--- src/rtl/flash_host_pkg.sv ---
/*
 * Shared constants and types for the flash command sequencer on the host side.
 * It assumes a 25 MHz controller clock and a parallel NOR flash that is driven
 * by asynchronous write and read cycles with active-low strobes.
 */
package flash_host_pkg;

    // Bus widths and the depth of the host-side word store
    localparam int ADDR_W  = 22;
    localparam int DATA_W  = 16;
    localparam int STORE_N = 16;
    localparam int IDX_W   = 4;
    localparam int STEP_W  = 5;
    localparam int CNT_W   = 4;

    // Clock period and bus-cycle times in ns; cycle counts round up
    localparam int CLK_NS    = 40;
    localparam int WE_LOW_NS = 35;
    localparam int RD_ACC_NS = 90;
    localparam logic [CNT_W-1:0] WE_LOW_CYC =
        CNT_W'((WE_LOW_NS + CLK_NS - 1) / CLK_NS < 1 ? 1 : (WE_LOW_NS + CLK_NS - 1) / CLK_NS);
    localparam logic [CNT_W-1:0] RD_ACC_CYC =
        CNT_W'((RD_ACC_NS + CLK_NS - 1) / CLK_NS < 1 ? 1 : (RD_ACC_NS + CLK_NS - 1) / CLK_NS);

    // Unlock addresses: word-mode protection set and byte-mode command set
    localparam logic [ADDR_W-1:0] A_WORD_UNLOCK1 = 22'h000555;
    localparam logic [ADDR_W-1:0] A_WORD_UNLOCK2 = 22'h0002aa;
    localparam logic [ADDR_W-1:0] A_BYTE_UNLOCK1 = 22'h000aaa;
    localparam logic [ADDR_W-1:0] A_BYTE_UNLOCK2 = 22'h000555;
    localparam logic [ADDR_W-1:0] A_ANY          = 22'h000000;

    // Command data values
    localparam logic [DATA_W-1:0] D_UNLOCK1      = 16'h00aa;
    localparam logic [DATA_W-1:0] D_UNLOCK2      = 16'h0055;
    localparam logic [DATA_W-1:0] D_FREEZE_ENTRY = 16'h0050;
    localparam logic [DATA_W-1:0] D_DYN_ENTRY    = 16'h00e0;
    localparam logic [DATA_W-1:0] D_PWD_ENTRY    = 16'h0060;
    localparam logic [DATA_W-1:0] D_SETUP        = 16'h00a0;
    localparam logic [DATA_W-1:0] D_EXIT         = 16'h0090;
    localparam logic [DATA_W-1:0] D_ZERO         = 16'h0000;
    localparam logic [DATA_W-1:0] D_UNPROTECT    = 16'h0001;
    localparam logic [DATA_W-1:0] D_RESET        = 16'h00f0;
    localparam logic [DATA_W-1:0] D_AUTOSELECT   = 16'h0090;
    localparam logic [DATA_W-1:0] D_SECURE       = 16'h0088;
    localparam logic [DATA_W-1:0] D_BUF_LOAD     = 16'h0025;
    localparam logic [DATA_W-1:0] D_PWD_KEY      = 16'h0003;
    localparam logic [DATA_W-1:0] D_BUF_COMMIT   = 16'h0029;

    // Entry length, body lengths of the protection commands, and first buffer-word step
    localparam logic [STEP_W-1:0] ENTRY_LEN   = 5'h03;
    localparam logic [STEP_W-1:0] PWD_WORDS   = 5'h04;
    localparam logic [STEP_W-1:0] UNLOCK_BODY = 5'h07;
    localparam logic [STEP_W-1:0] BUF_FIRST   = 5'h04;

    // Orders taken at the user port
    typedef enum logic [3:0] {
        OP_READ, OP_RESET, OP_FREEZE_SET, OP_FREEZE_READ, OP_DYN_PROTECT,
        OP_DYN_UNPROTECT, OP_DYN_READ, OP_PWD_PROGRAM, OP_PWD_READ, OP_PWD_UNLOCK,
        OP_AUTOSEL_READ, OP_SECURE_ENTER, OP_SECURE_EXIT, OP_BUF_PROGRAM, OP_BUF_ABORT_RESET
    } op_t;

    // One bus cycle of a sequence
    typedef enum logic [1:0] {K_WRITE, K_READ, K_DONE} kind_t;

    // Phases of one bus cycle
    typedef enum logic [2:0] {P_IDLE, P_PREP, P_LOAD, P_SETUP, P_STROBE, P_HOLD} phase_t;

endpackage

--- src/rtl/flash_host_store.sv ---
/*
 * Small word store holding password portions and write-buffer words.
 * Assumes one write port from the user and one read port from the sequencer;
 * read data come out of a register one clock after the index.
 */
`timescale 1ns/1ns
module flash_host_store
    import flash_host_pkg::*;
(
    input  wire logic              mclk,     // Controller clock
    input  wire logic              wr_en,    // Write strobe
    input  wire logic [IDX_W-1:0]  wr_idx,   // Write index
    input  wire logic [DATA_W-1:0] wr_data,  // Write word
    input  wire logic [IDX_W-1:0]  rd_idx,   // Read index
    output logic      [DATA_W-1:0] rd_data   // Registered read word
);

    logic [DATA_W-1:0] mem [STORE_N];

    // Write port and registered read port
    always_ff @(posedge mclk) begin
        if (wr_en) begin
            mem[wr_idx] <= wr_data;
        end
        rd_data <= mem[rd_idx];
    end

endmodule // flash_host_store

--- src/rtl/flash_host_seq.sv ---
/*
 * Host-side controller that issues flash command sequences over the parallel
 * bus pins: protection freeze, dynamic protection, password, autoselect,
 * secured region, write-buffer programming, reset and plain reads.
 * Assumes the flash pins are synchronous to mclk and the testbench resolves
 * the data wires from dq_oe_n. Orders arrive on a valid/ready user port.
 */
// Notes on behaviour
// - Freeze entry 555/AA, 2AA/55, 555/50; A0 then 00 sets lock; read bit 0.
// - Dynamic mode entry E0; A0 then sector address with 00 protect, 01 unprotect.
// - Host never writes wrong values or out-of-order cycles.
// - Protection instructions follow the matching three-cycle entry.
// - Protection modes are left by 90 then 00.
// - Each password portion is programmed by A0 then its address and data.
// - Password reads drive the full address.
// - Unlock sends 25, 03, all four portions, then 29.
// - Single F0 write resets the device to array read.
// - Byte-mode autoselect AAA/AA, 555/55, AAA/90, then one read, then an F0 write.
// - Byte-mode AAA/AA, 555/55, AAA/88 enters the secured region.
// - Secured region left by AA, 55, 90, then any address with 00.
// - Buffer load AA, 55, sector/25, sector/count, then words.
// - Sector address with 29 commits the buffer.
// - AAA/AA, 555/55, AAA/F0 clears an aborted buffer load.
// - Location count is number of buffer words minus one.
`timescale 1ns/1ns
module flash_host_seq
    import flash_host_pkg::*;
(
    input  wire logic              mclk,          // Controller clock, 25 MHz
    input  wire logic              rst,           // Synchronous reset, active high
    input  wire logic              cmd_valid,     // Order offered
    output logic                   cmd_ready,     // Order taken when idle
    input  op_t                    cmd_op,        // Which sequence to run
    input  wire logic [ADDR_W-1:0] cmd_addr,      // Sector, read or program address
    input  wire logic [DATA_W-1:0] cmd_data,      // Password portion data
    input  wire logic [IDX_W-1:0]  cmd_count,     // Buffer words minus one
    input  wire logic              store_wr_en,   // Store write strobe
    input  wire logic [IDX_W-1:0]  store_wr_idx,  // Store write index
    input  wire logic [DATA_W-1:0] store_wr_data, // Store write word
    output logic                   rsp_valid,     // Read word ready, one cycle
    output logic      [DATA_W-1:0] rsp_data,      // Word read from the flash
    output logic                   rsp_protected, // Status bit 0 read low
    output logic                   busy,          // Sequence in progress
    output logic      [ADDR_W-1:0] flash_addr,    // Flash address pins
    output logic      [DATA_W-1:0] flash_dq_out,  // Flash data driven
    input  wire logic [DATA_W-1:0] flash_dq_in,   // Flash data sampled
    output logic                   flash_dq_oe_n, // Data drive enable, low drives
    output logic                   flash_ce_n,    // Chip enable
    output logic                   flash_we_n,    // Write strobe
    output logic                   flash_oe_n     // Output enable
);

    typedef struct packed {
        phase_t            phase;
        op_t               op;
        logic [STEP_W-1:0] step;
        logic [CNT_W-1:0]  cnt;
        logic              is_read;
        logic [ADDR_W-1:0] addr;
        logic [DATA_W-1:0] data;
        logic [IDX_W-1:0]  count;
        logic              rsp_valid;
        logic [DATA_W-1:0] rsp_data;
        logic              rsp_protected;
        logic [ADDR_W-1:0] fa;
        logic [DATA_W-1:0] dq_o;
        logic              dq_oe_n;
        logic              ce_n;
        logic              we_n;
        logic              oe_n;
    } state_t;

    state_t            s;
    state_t            next_s;
    kind_t             st_kind;
    logic [ADDR_W-1:0] st_addr;
    logic [DATA_W-1:0] st_data;
    logic [IDX_W-1:0]  rd_idx;
    logic [DATA_W-1:0] rd_word;
    logic [STEP_W-1:0] b;
    logic [STEP_W-1:0] blen;
    logic [STEP_W-1:0] buf_end;

    // Word store for password portions and buffer words
    flash_host_store u_store (
        .mclk    (mclk),
        .wr_en   (store_wr_en),
        .wr_idx  (store_wr_idx),
        .wr_data (store_wr_data),
        .rd_idx  (rd_idx),
        .rd_data (rd_word)
    );

    // Store index follows the step: unlock portions from step 5, buffer words from step 4
    assign rd_idx = (s.op == OP_PWD_UNLOCK) ? IDX_W'(s.step - 5'h05) : IDX_W'(s.step - BUF_FIRST);

    // Body position of protection commands and last buffer step
    assign b       = s.step - ENTRY_LEN;
    assign buf_end = BUF_FIRST + {1'b0, s.count};

    // Body length of each protection command, exit follows it
    always_comb begin
        case (s.op)
            OP_FREEZE_READ, OP_DYN_READ: blen = 5'h01;
            OP_PWD_READ:                 blen = PWD_WORDS;
            OP_PWD_UNLOCK:               blen = UNLOCK_BODY;
            default:                     blen = 5'h02;
        endcase
    end

    always_comb begin
        st_kind = K_DONE;
        st_addr = A_ANY;
        st_data = D_ZERO;
        case (s.op)
            OP_READ: begin
                if (s.step == 5'h00) begin
                    st_kind = K_READ;
                    st_addr = s.addr;
                end
            end
            OP_RESET: begin
                if (s.step == 5'h00) begin
                    st_kind = K_WRITE;
                    st_data = D_RESET;
                end
            end
            OP_FREEZE_SET, OP_FREEZE_READ, OP_DYN_PROTECT, OP_DYN_UNPROTECT, OP_DYN_READ,
            OP_PWD_PROGRAM, OP_PWD_READ, OP_PWD_UNLOCK: begin
                if (s.step < ENTRY_LEN) begin
                    st_kind = K_WRITE;
                    st_addr = (s.step == 5'h01) ? A_WORD_UNLOCK2 : A_WORD_UNLOCK1;
                    if (s.step == 5'h00) begin
                        st_data = D_UNLOCK1;
                    end else if (s.step == 5'h01) begin
                        st_data = D_UNLOCK2;
                    end else if (s.op == OP_FREEZE_SET || s.op == OP_FREEZE_READ) begin
                        st_data = D_FREEZE_ENTRY;
                    end else if (s.op == OP_PWD_PROGRAM || s.op == OP_PWD_READ || s.op == OP_PWD_UNLOCK) begin
                        st_data = D_PWD_ENTRY;
                    end else begin
                        st_data = D_DYN_ENTRY;
                    end
                end else if (b < blen) begin
                    st_kind = K_WRITE;
                    case (s.op)
                        OP_FREEZE_SET:  st_data = (b == 5'h00) ? D_SETUP : D_ZERO;
                        OP_FREEZE_READ: st_kind = K_READ;
                        OP_DYN_PROTECT, OP_DYN_UNPROTECT: begin
                            st_addr = (b == 5'h00) ? A_ANY : s.addr;
                            if (b == 5'h00) begin
                                st_data = D_SETUP;
                            end else begin
                                st_data = (s.op == OP_DYN_PROTECT) ? D_ZERO : D_UNPROTECT;
                            end
                        end
                        OP_DYN_READ: begin
                            st_kind = K_READ;
                            st_addr = s.addr;
                        end
                        OP_PWD_PROGRAM: begin
                            st_addr = (b == 5'h00) ? A_ANY : {20'h00000, s.addr[1:0]};
                            st_data = (b == 5'h00) ? D_SETUP : s.data;
                        end
                        OP_PWD_READ: begin
                            st_kind = K_READ;
                            st_addr = {20'h00000, b[1:0]};
                        end
                        default: begin
                            if (b == 5'h00) begin
                                st_data = D_BUF_LOAD;
                            end else if (b == 5'h01) begin
                                st_data = D_PWD_KEY;
                            end else if (b == 5'h06) begin
                                st_data = D_BUF_COMMIT;
                            end else begin
                                st_addr = {20'h00000, 2'(b - 5'h02)};
                                st_data = rd_word;
                            end
                        end
                    endcase
                end else if (b == blen) begin
                    st_kind = K_WRITE;
                    st_data = D_EXIT;
                end else if (b == blen + 5'h01) begin
                    st_kind = K_WRITE;
                    st_data = D_ZERO;
                end
            end
            default: begin
                if (s.step < 5'h02) begin
                    // Byte-mode unlock pair
                    st_kind = K_WRITE;
                    st_addr = (s.step == 5'h00) ? A_BYTE_UNLOCK1 : A_BYTE_UNLOCK2;
                    st_data = (s.step == 5'h00) ? D_UNLOCK1 : D_UNLOCK2;
                end else if (s.step == 5'h02) begin
                    st_kind = K_WRITE;
                    st_addr = A_BYTE_UNLOCK1;
                    case (s.op)
                        OP_AUTOSEL_READ:    st_data = D_AUTOSELECT;
                        OP_SECURE_ENTER:    st_data = D_SECURE;
                        OP_SECURE_EXIT:     st_data = D_AUTOSELECT;
                        OP_BUF_ABORT_RESET: st_data = D_RESET;
                        default: begin
                            st_addr = s.addr;
                            st_data = D_BUF_LOAD;
                        end
                    endcase
                end else if (s.op == OP_AUTOSEL_READ) begin
                    if (s.step == 5'h03) begin
                        st_kind = K_READ;
                        st_addr = s.addr;
                    end else if (s.step == 5'h04) begin
                        st_kind = K_WRITE;
                        st_data = D_RESET;
                    end
                end else if (s.op == OP_SECURE_EXIT) begin
                    if (s.step == 5'h03) begin
                        st_kind = K_WRITE;
                        st_data = D_ZERO;
                    end
                end else if (s.op == OP_BUF_PROGRAM) begin
                    if (s.step == 5'h03) begin
                        st_kind = K_WRITE;
                        st_addr = s.addr;
                        st_data = {12'h000, s.count};
                    end else if (s.step <= buf_end) begin
                        st_kind = K_WRITE;
                        st_addr = s.addr + ADDR_W'(s.step - BUF_FIRST);
                        st_data = rd_word;
                    end else if (s.step == buf_end + 5'h01) begin
                        st_kind = K_WRITE;
                        st_addr = s.addr;
                        st_data = D_BUF_COMMIT;
                    end
                end
            end
        endcase
    end

    // Bus cycle engine
    always_comb begin
        next_s = s;
        next_s.rsp_valid = 1'b0;
        case (s.phase)
            P_IDLE: begin
                if (cmd_valid) begin
                    next_s.op    = cmd_op;
                    next_s.addr  = cmd_addr;
                    next_s.data  = cmd_data;
                    next_s.count = cmd_count;
                    next_s.step  = 5'h00;
                    next_s.phase = P_PREP;
                end
            end
            P_PREP: next_s.phase = P_LOAD;
            P_LOAD: begin
                if (st_kind == K_DONE) begin
                    next_s.phase = P_IDLE;
                end else begin
                    // each cycle framed by chip enable
                    next_s.is_read = (st_kind == K_READ);
                    next_s.fa      = st_addr;
                    next_s.dq_o    = st_data;
                    next_s.dq_oe_n = (st_kind == K_READ);
                    next_s.ce_n    = 1'b0;
                    next_s.phase   = P_SETUP;
                end
            end
            P_SETUP: begin
                next_s.cnt   = '0;
                next_s.oe_n  = ~s.is_read;
                next_s.we_n  = s.is_read;
                next_s.phase = P_STROBE;
            end
            P_STROBE: begin
                next_s.cnt = s.cnt + 4'h1;
                if (s.is_read && s.cnt == RD_ACC_CYC - 4'h1) begin
                    next_s.rsp_data      = flash_dq_in;
                    next_s.rsp_protected = ~flash_dq_in[0];
                    next_s.rsp_valid     = 1'b1;
                    next_s.oe_n          = 1'b1;
                    next_s.phase         = P_HOLD;
                end else if (!s.is_read && s.cnt == WE_LOW_CYC - 4'h1) begin
                    next_s.we_n  = 1'b1;
                    next_s.phase = P_HOLD;
                end
            end
            default: begin
                next_s.ce_n    = 1'b1;
                next_s.dq_oe_n = 1'b1;
                next_s.step    = s.step + 5'h01;
                next_s.phase   = P_PREP;
            end
        endcase
    end

    // State register
    always_ff @(posedge mclk) begin
        if (rst) begin
            s         <= '0;
            s.phase   <= P_IDLE;
            s.op      <= OP_READ;
            s.dq_oe_n <= 1'b1;
            s.ce_n    <= 1'b1;
            s.we_n    <= 1'b1;
            s.oe_n    <= 1'b1;
        end else begin
            s <= next_s;
        end
    end

    // Outputs
    assign cmd_ready     = (s.phase == P_IDLE);
    assign busy          = (s.phase != P_IDLE);
    assign rsp_valid     = s.rsp_valid;
    assign rsp_data      = s.rsp_data;
    assign rsp_protected = s.rsp_protected;
    assign flash_addr    = s.fa;
    assign flash_dq_out  = s.dq_o;
    assign flash_dq_oe_n = s.dq_oe_n;
    assign flash_ce_n    = s.ce_n;
    assign flash_we_n    = s.we_n;
    assign flash_oe_n    = s.oe_n;

endmodule // flash_host_seq

--- config.mk ---
export PLATFORM = sky130hd
export DESIGN_NAME = flash_host_seq
export DESIGN_NICKNAME = d
export VERILOG_FILES = /design/src/rtl/flash_host_pkg.sv /design/src/rtl/flash_host_store.sv /design/src/rtl/flash_host_seq.sv
export SDC_FILE = /design/constraint.sdc
export NUM_CORES = 1
export LEC_CHECK = 0
export BUFFER_PORTS_ARGS = -buffer_cell sky130_fd_sc_hd__buf_2
export CORE_MARGIN = 2
export CORE_UTILIZATION = 32
export DETAILED_ROUTE_END_ITERATION = 10
export PLACE_DENSITY = 0.57
export SKIP_LAST_GASP = 1
export SYNTH_ARGS = -nofsm -noshare
export SYNTH_HDL_FRONTEND = slang
export SYNTH_SLANG_ARGS = --single-unit
--- constraint.sdc ---
create_clock -name mclk -period 9.65 [get_ports mclk]
set_clock_uncertainty 0.05 [all_clocks]
set_input_delay 0.4825 -clock mclk [delete_from_list [all_inputs] [get_ports mclk]]
set_output_delay 0.4825 -clock mclk [all_outputs]
set_load 0.01 [all_outputs]
==> impl_metrics.env <==
export IMPL_grt_overflow=0
export IMPL_drtIter0Drc=943
export IMPL_die_y_um=244
export IMPL_drc=0
export IMPL_portBuffers=147
export IMPL_status="completed"
export IMPL_multi_input_area_sq_mm=0.00727
export IMPL_worst_slew_pin_slew_ns=1.08
export IMPL_antenna_found_initial=4
export IMPL_nets=1805
export IMPL_place_gp_congestion=0.906
export IMPL_finalCritPeriodShare_pct=49.3
export IMPL_io_pins=148
export IMPL_vdd_drop_max_mv=0.145
export IMPL_yosys_warnings=0
export IMPL_synth_ff_type="edfxtp_1"
export IMPL_wl_mm=51.5
export IMPL_cts_hold_buf=0
export IMPL_cts_tree="built"
export IMPL_rows=88
export IMPL_finalCriticalPeriod_ns=4.75
export IMPL_firstDrtPassIters=5
export IMPL_powerDensity_mw_per_mm2=194
export IMPL_cts_root_buf="clkbuf_16"
export IMPL_start_kind="flip-flop"
export IMPL_syn_to_final_growth_pct=14.9
export IMPL_leakage_nw=7.44
export IMPL_crit_type="flip-flop to flip-flop"
export IMPL_regArea_sq_mm=0.0104
export IMPL_setup_violations=0
export IMPL_via_per_inst=5.28
export IMPL_core_area_sq_mm=0.0575
export IMPL_grt_pass1_wl_mm=77.9
export IMPL_start_util_pct=32.2
export IMPL_fin_setup_tns_ns=0
export IMPL_syn_inst=1594
export IMPL_ys_types=84
export IMPL_timing_fmax_mhz=210
export IMPL_required_ns=10.11
export IMPL_synthesis_area_sq_mm=0.0185
export IMPL_antenna_left=0
export IMPL_vias=13100
export IMPL_postSynth_asyncResetShare_pct=0
export IMPL_dp_hpwl_mm=34.1
export IMPL_cp_end_kind="flip-flop"
export IMPL_synth_seq_area_share_pct=56.2
export IMPL_clock_latency_ns=0.59
export IMPL_synth_seq_cells=391
export IMPL_cts_inserted_buffers=42
export IMPL_htreeDepth=2
export IMPL_syn_nets=1725
export IMPL_grt_max_degree=91
export IMPL_wl_per_cell_um=20.8
export IMPL_cts_resized=0
export IMPL_grt_usage_pct=17.1
export IMPL_hold_path_class="input pin to flip-flop"
export IMPL_drive_above_1_share_pct=20.3
export IMPL_cts_clk_slew_worst_paths_ns=0.06
export IMPL_synth_edff_count=256
export IMPL_grt_pass1_vias=12800
export IMPL_synth_area_per_cell_sq_um=11.6
export IMPL_n_fill_cell=5654
export IMPL_die_w_um=244
export IMPL_cts_setup_buffers=0
export IMPL_critPathMaxFanout=75
export IMPL_slew_headroom_pct=27.3
export IMPL_slew_viol_final=0
export IMPL_rsz0062_at_grt="false"
export IMPL_die_area_sq_mm=0.0598
export IMPL_cts_sinks=391
export IMPL_worstPathArrival_ns=5.21
export IMPL_final_hold_violation_count=0
export IMPL_max_cap_violations=0
export IMPL_fin_util_pct=37.0
export IMPL_cts_path_max_buffers=3
-- area by class of cell --
| cell class | count | share of cell area, % |
|---|---|---|
| flip-flops and latches | 391 | 48.9 |
| clock inverters | 26 | 1.93 |
| well taps | 765 | 4.50 |
| diodes | 1 | 0.0118 |
| clock buffers | 52 | 5.36 |
| inverters | 30 | 0.530 |
| multi-input cells | 1031 | 34.2 |
| repair buffers | 178 | 4.57 |
-- per-stage QoR --
step / hold WS, ns / power [mW] / cell area [sq um] / worst slack (ns) / cells
6_report: 0.0843 / 4.12 / 21300 / 4.90 / 2474
5_1_grt: 0.0597 / 4.29 / 21300 / 4.54 / 2473
4_1_cts: 0.0458 / 4.17 / 21300 / 4.89 / 2473
3_5_place_dp: 0.395 / 2.38 / 19700 / 4.92 / 2395
3_3_place_gp: 0.390 / 2.38 / 19700 / 5.08 / 2395
2_1_floorplan: 0.383 / 2.24 / 18500 / 5.97 / 1594
-- layout by cell type (no fill, tap or decap), drive strengths merged, types with 8 or more instances in the layout --
master  instances
nand3          18
inv            33
nor2          115
a31oi          34
nand2b          9
o31ai           8
xnor2          19
o211ai         10
o21ai          54
nand4          12
nand3b         10
o21a            9
clkinv         13
dfxtp         135
a211oi         51
and2           23
a21o           11
nor3           27
buf           178
mux4           64
a21oi         130
xor2           11
clkbuf         52
bufinv          8
nand2         229
edfxtp        256
a22oi          20
ha             44
o22ai           9
-- cells in the mapped netlist (all sizes together), types with 11 or more instances --
cell type | n | area (sq um)
a211oi | 51 | 388
a21o | 11 | 90.1
a21oi | 130 | 666
a22oi | 20 | 150
a31oi | 34 | 213
and2 | 23 | 144
buf | 91 | 624
clkbuf | 51 | 191
dfxtp | 135 | 2700
edfxtp | 256 | 7690
ha | 44 | 551
inv | 29 | 109
mux4 | 64 | 1440
nand2 | 229 | 860
nand3 | 18 | 90.1
nand4 | 12 | 75.1
nor2 | 115 | 439
nor3 | 27 | 140
o21ai | 54 | 270
xnor2 | 19 | 174
xor2 | 11 | 115
-- worst max-delay path: stages, from the launching register on --
cell	delay [ns]
dfxtp_1	0.81
clkinv_1	0.55
ha_1	0.48
a21boi_2	0.23
xor2_1	0.70
o31ai_2	0.21
o31ai_1	0.48
a211oi_4	0.13
buf_4	0.33
or3b_2	0.54
nand3_1	0.09
-- metal layers --
metal / global-route usage (%) / routed length, um / up-vias
met3: 3.01 / 3270 / 74
met2: 27.9 / 24200 / 446
li1: - / - / 6114
met4: 4.93 / 1050 / 8
met1: 23.2 / 22900 / 6430
met5: 0 / 51 / -
-- registers in the layout, summed over array words and instances (netlist names) --
register and count:
u_store.mem 256, s 59, flash_addr 22, flash_dq_out 16, rsp_data 16, u_store.rd_data 16, flash_ce_n 1, flash_dq_oe_n 1
flash_oe_n 1, flash_we_n 1, rsp_protected 1, rsp_valid 1
-- final timing paths --
| check | from | endpoint | slack [ns] | depth (start not counted) |
|---|---|---|---|---|
| hold / removal | flash_dq_in[7] | rsp_data[7] | 0.08 | 3 |
| hold reg to reg | s[78] | s[78] | 0.40 | 2 |
| setup / recovery | s[109] | flash_addr[11] | 4.90 | 10 |
| setup reg to reg | s[109] | flash_addr[11] | 4.90 | 10 |
-- report_power, final --
part	total, mW	leakage, nW	switching, mW	internal (mW)
Sequential	1.89	3.42	0.0463	1.84
Clock	1.77	0.749	0.701	1.07
Combinational	0.458	3.27	0.284	0.174
-- kinds of logic after synthesis --
logic type,after synthesis,synth area share (%)
xor+xnor,30,1.56
buf+inv,172,5.02
simple gates,493,12.1
compound gates,394,14.0
fa+ha+maj,45,3.08
flops,391,56.2
mux,69,8.06
Note: power is estimated with default switching activity, not from simulation.
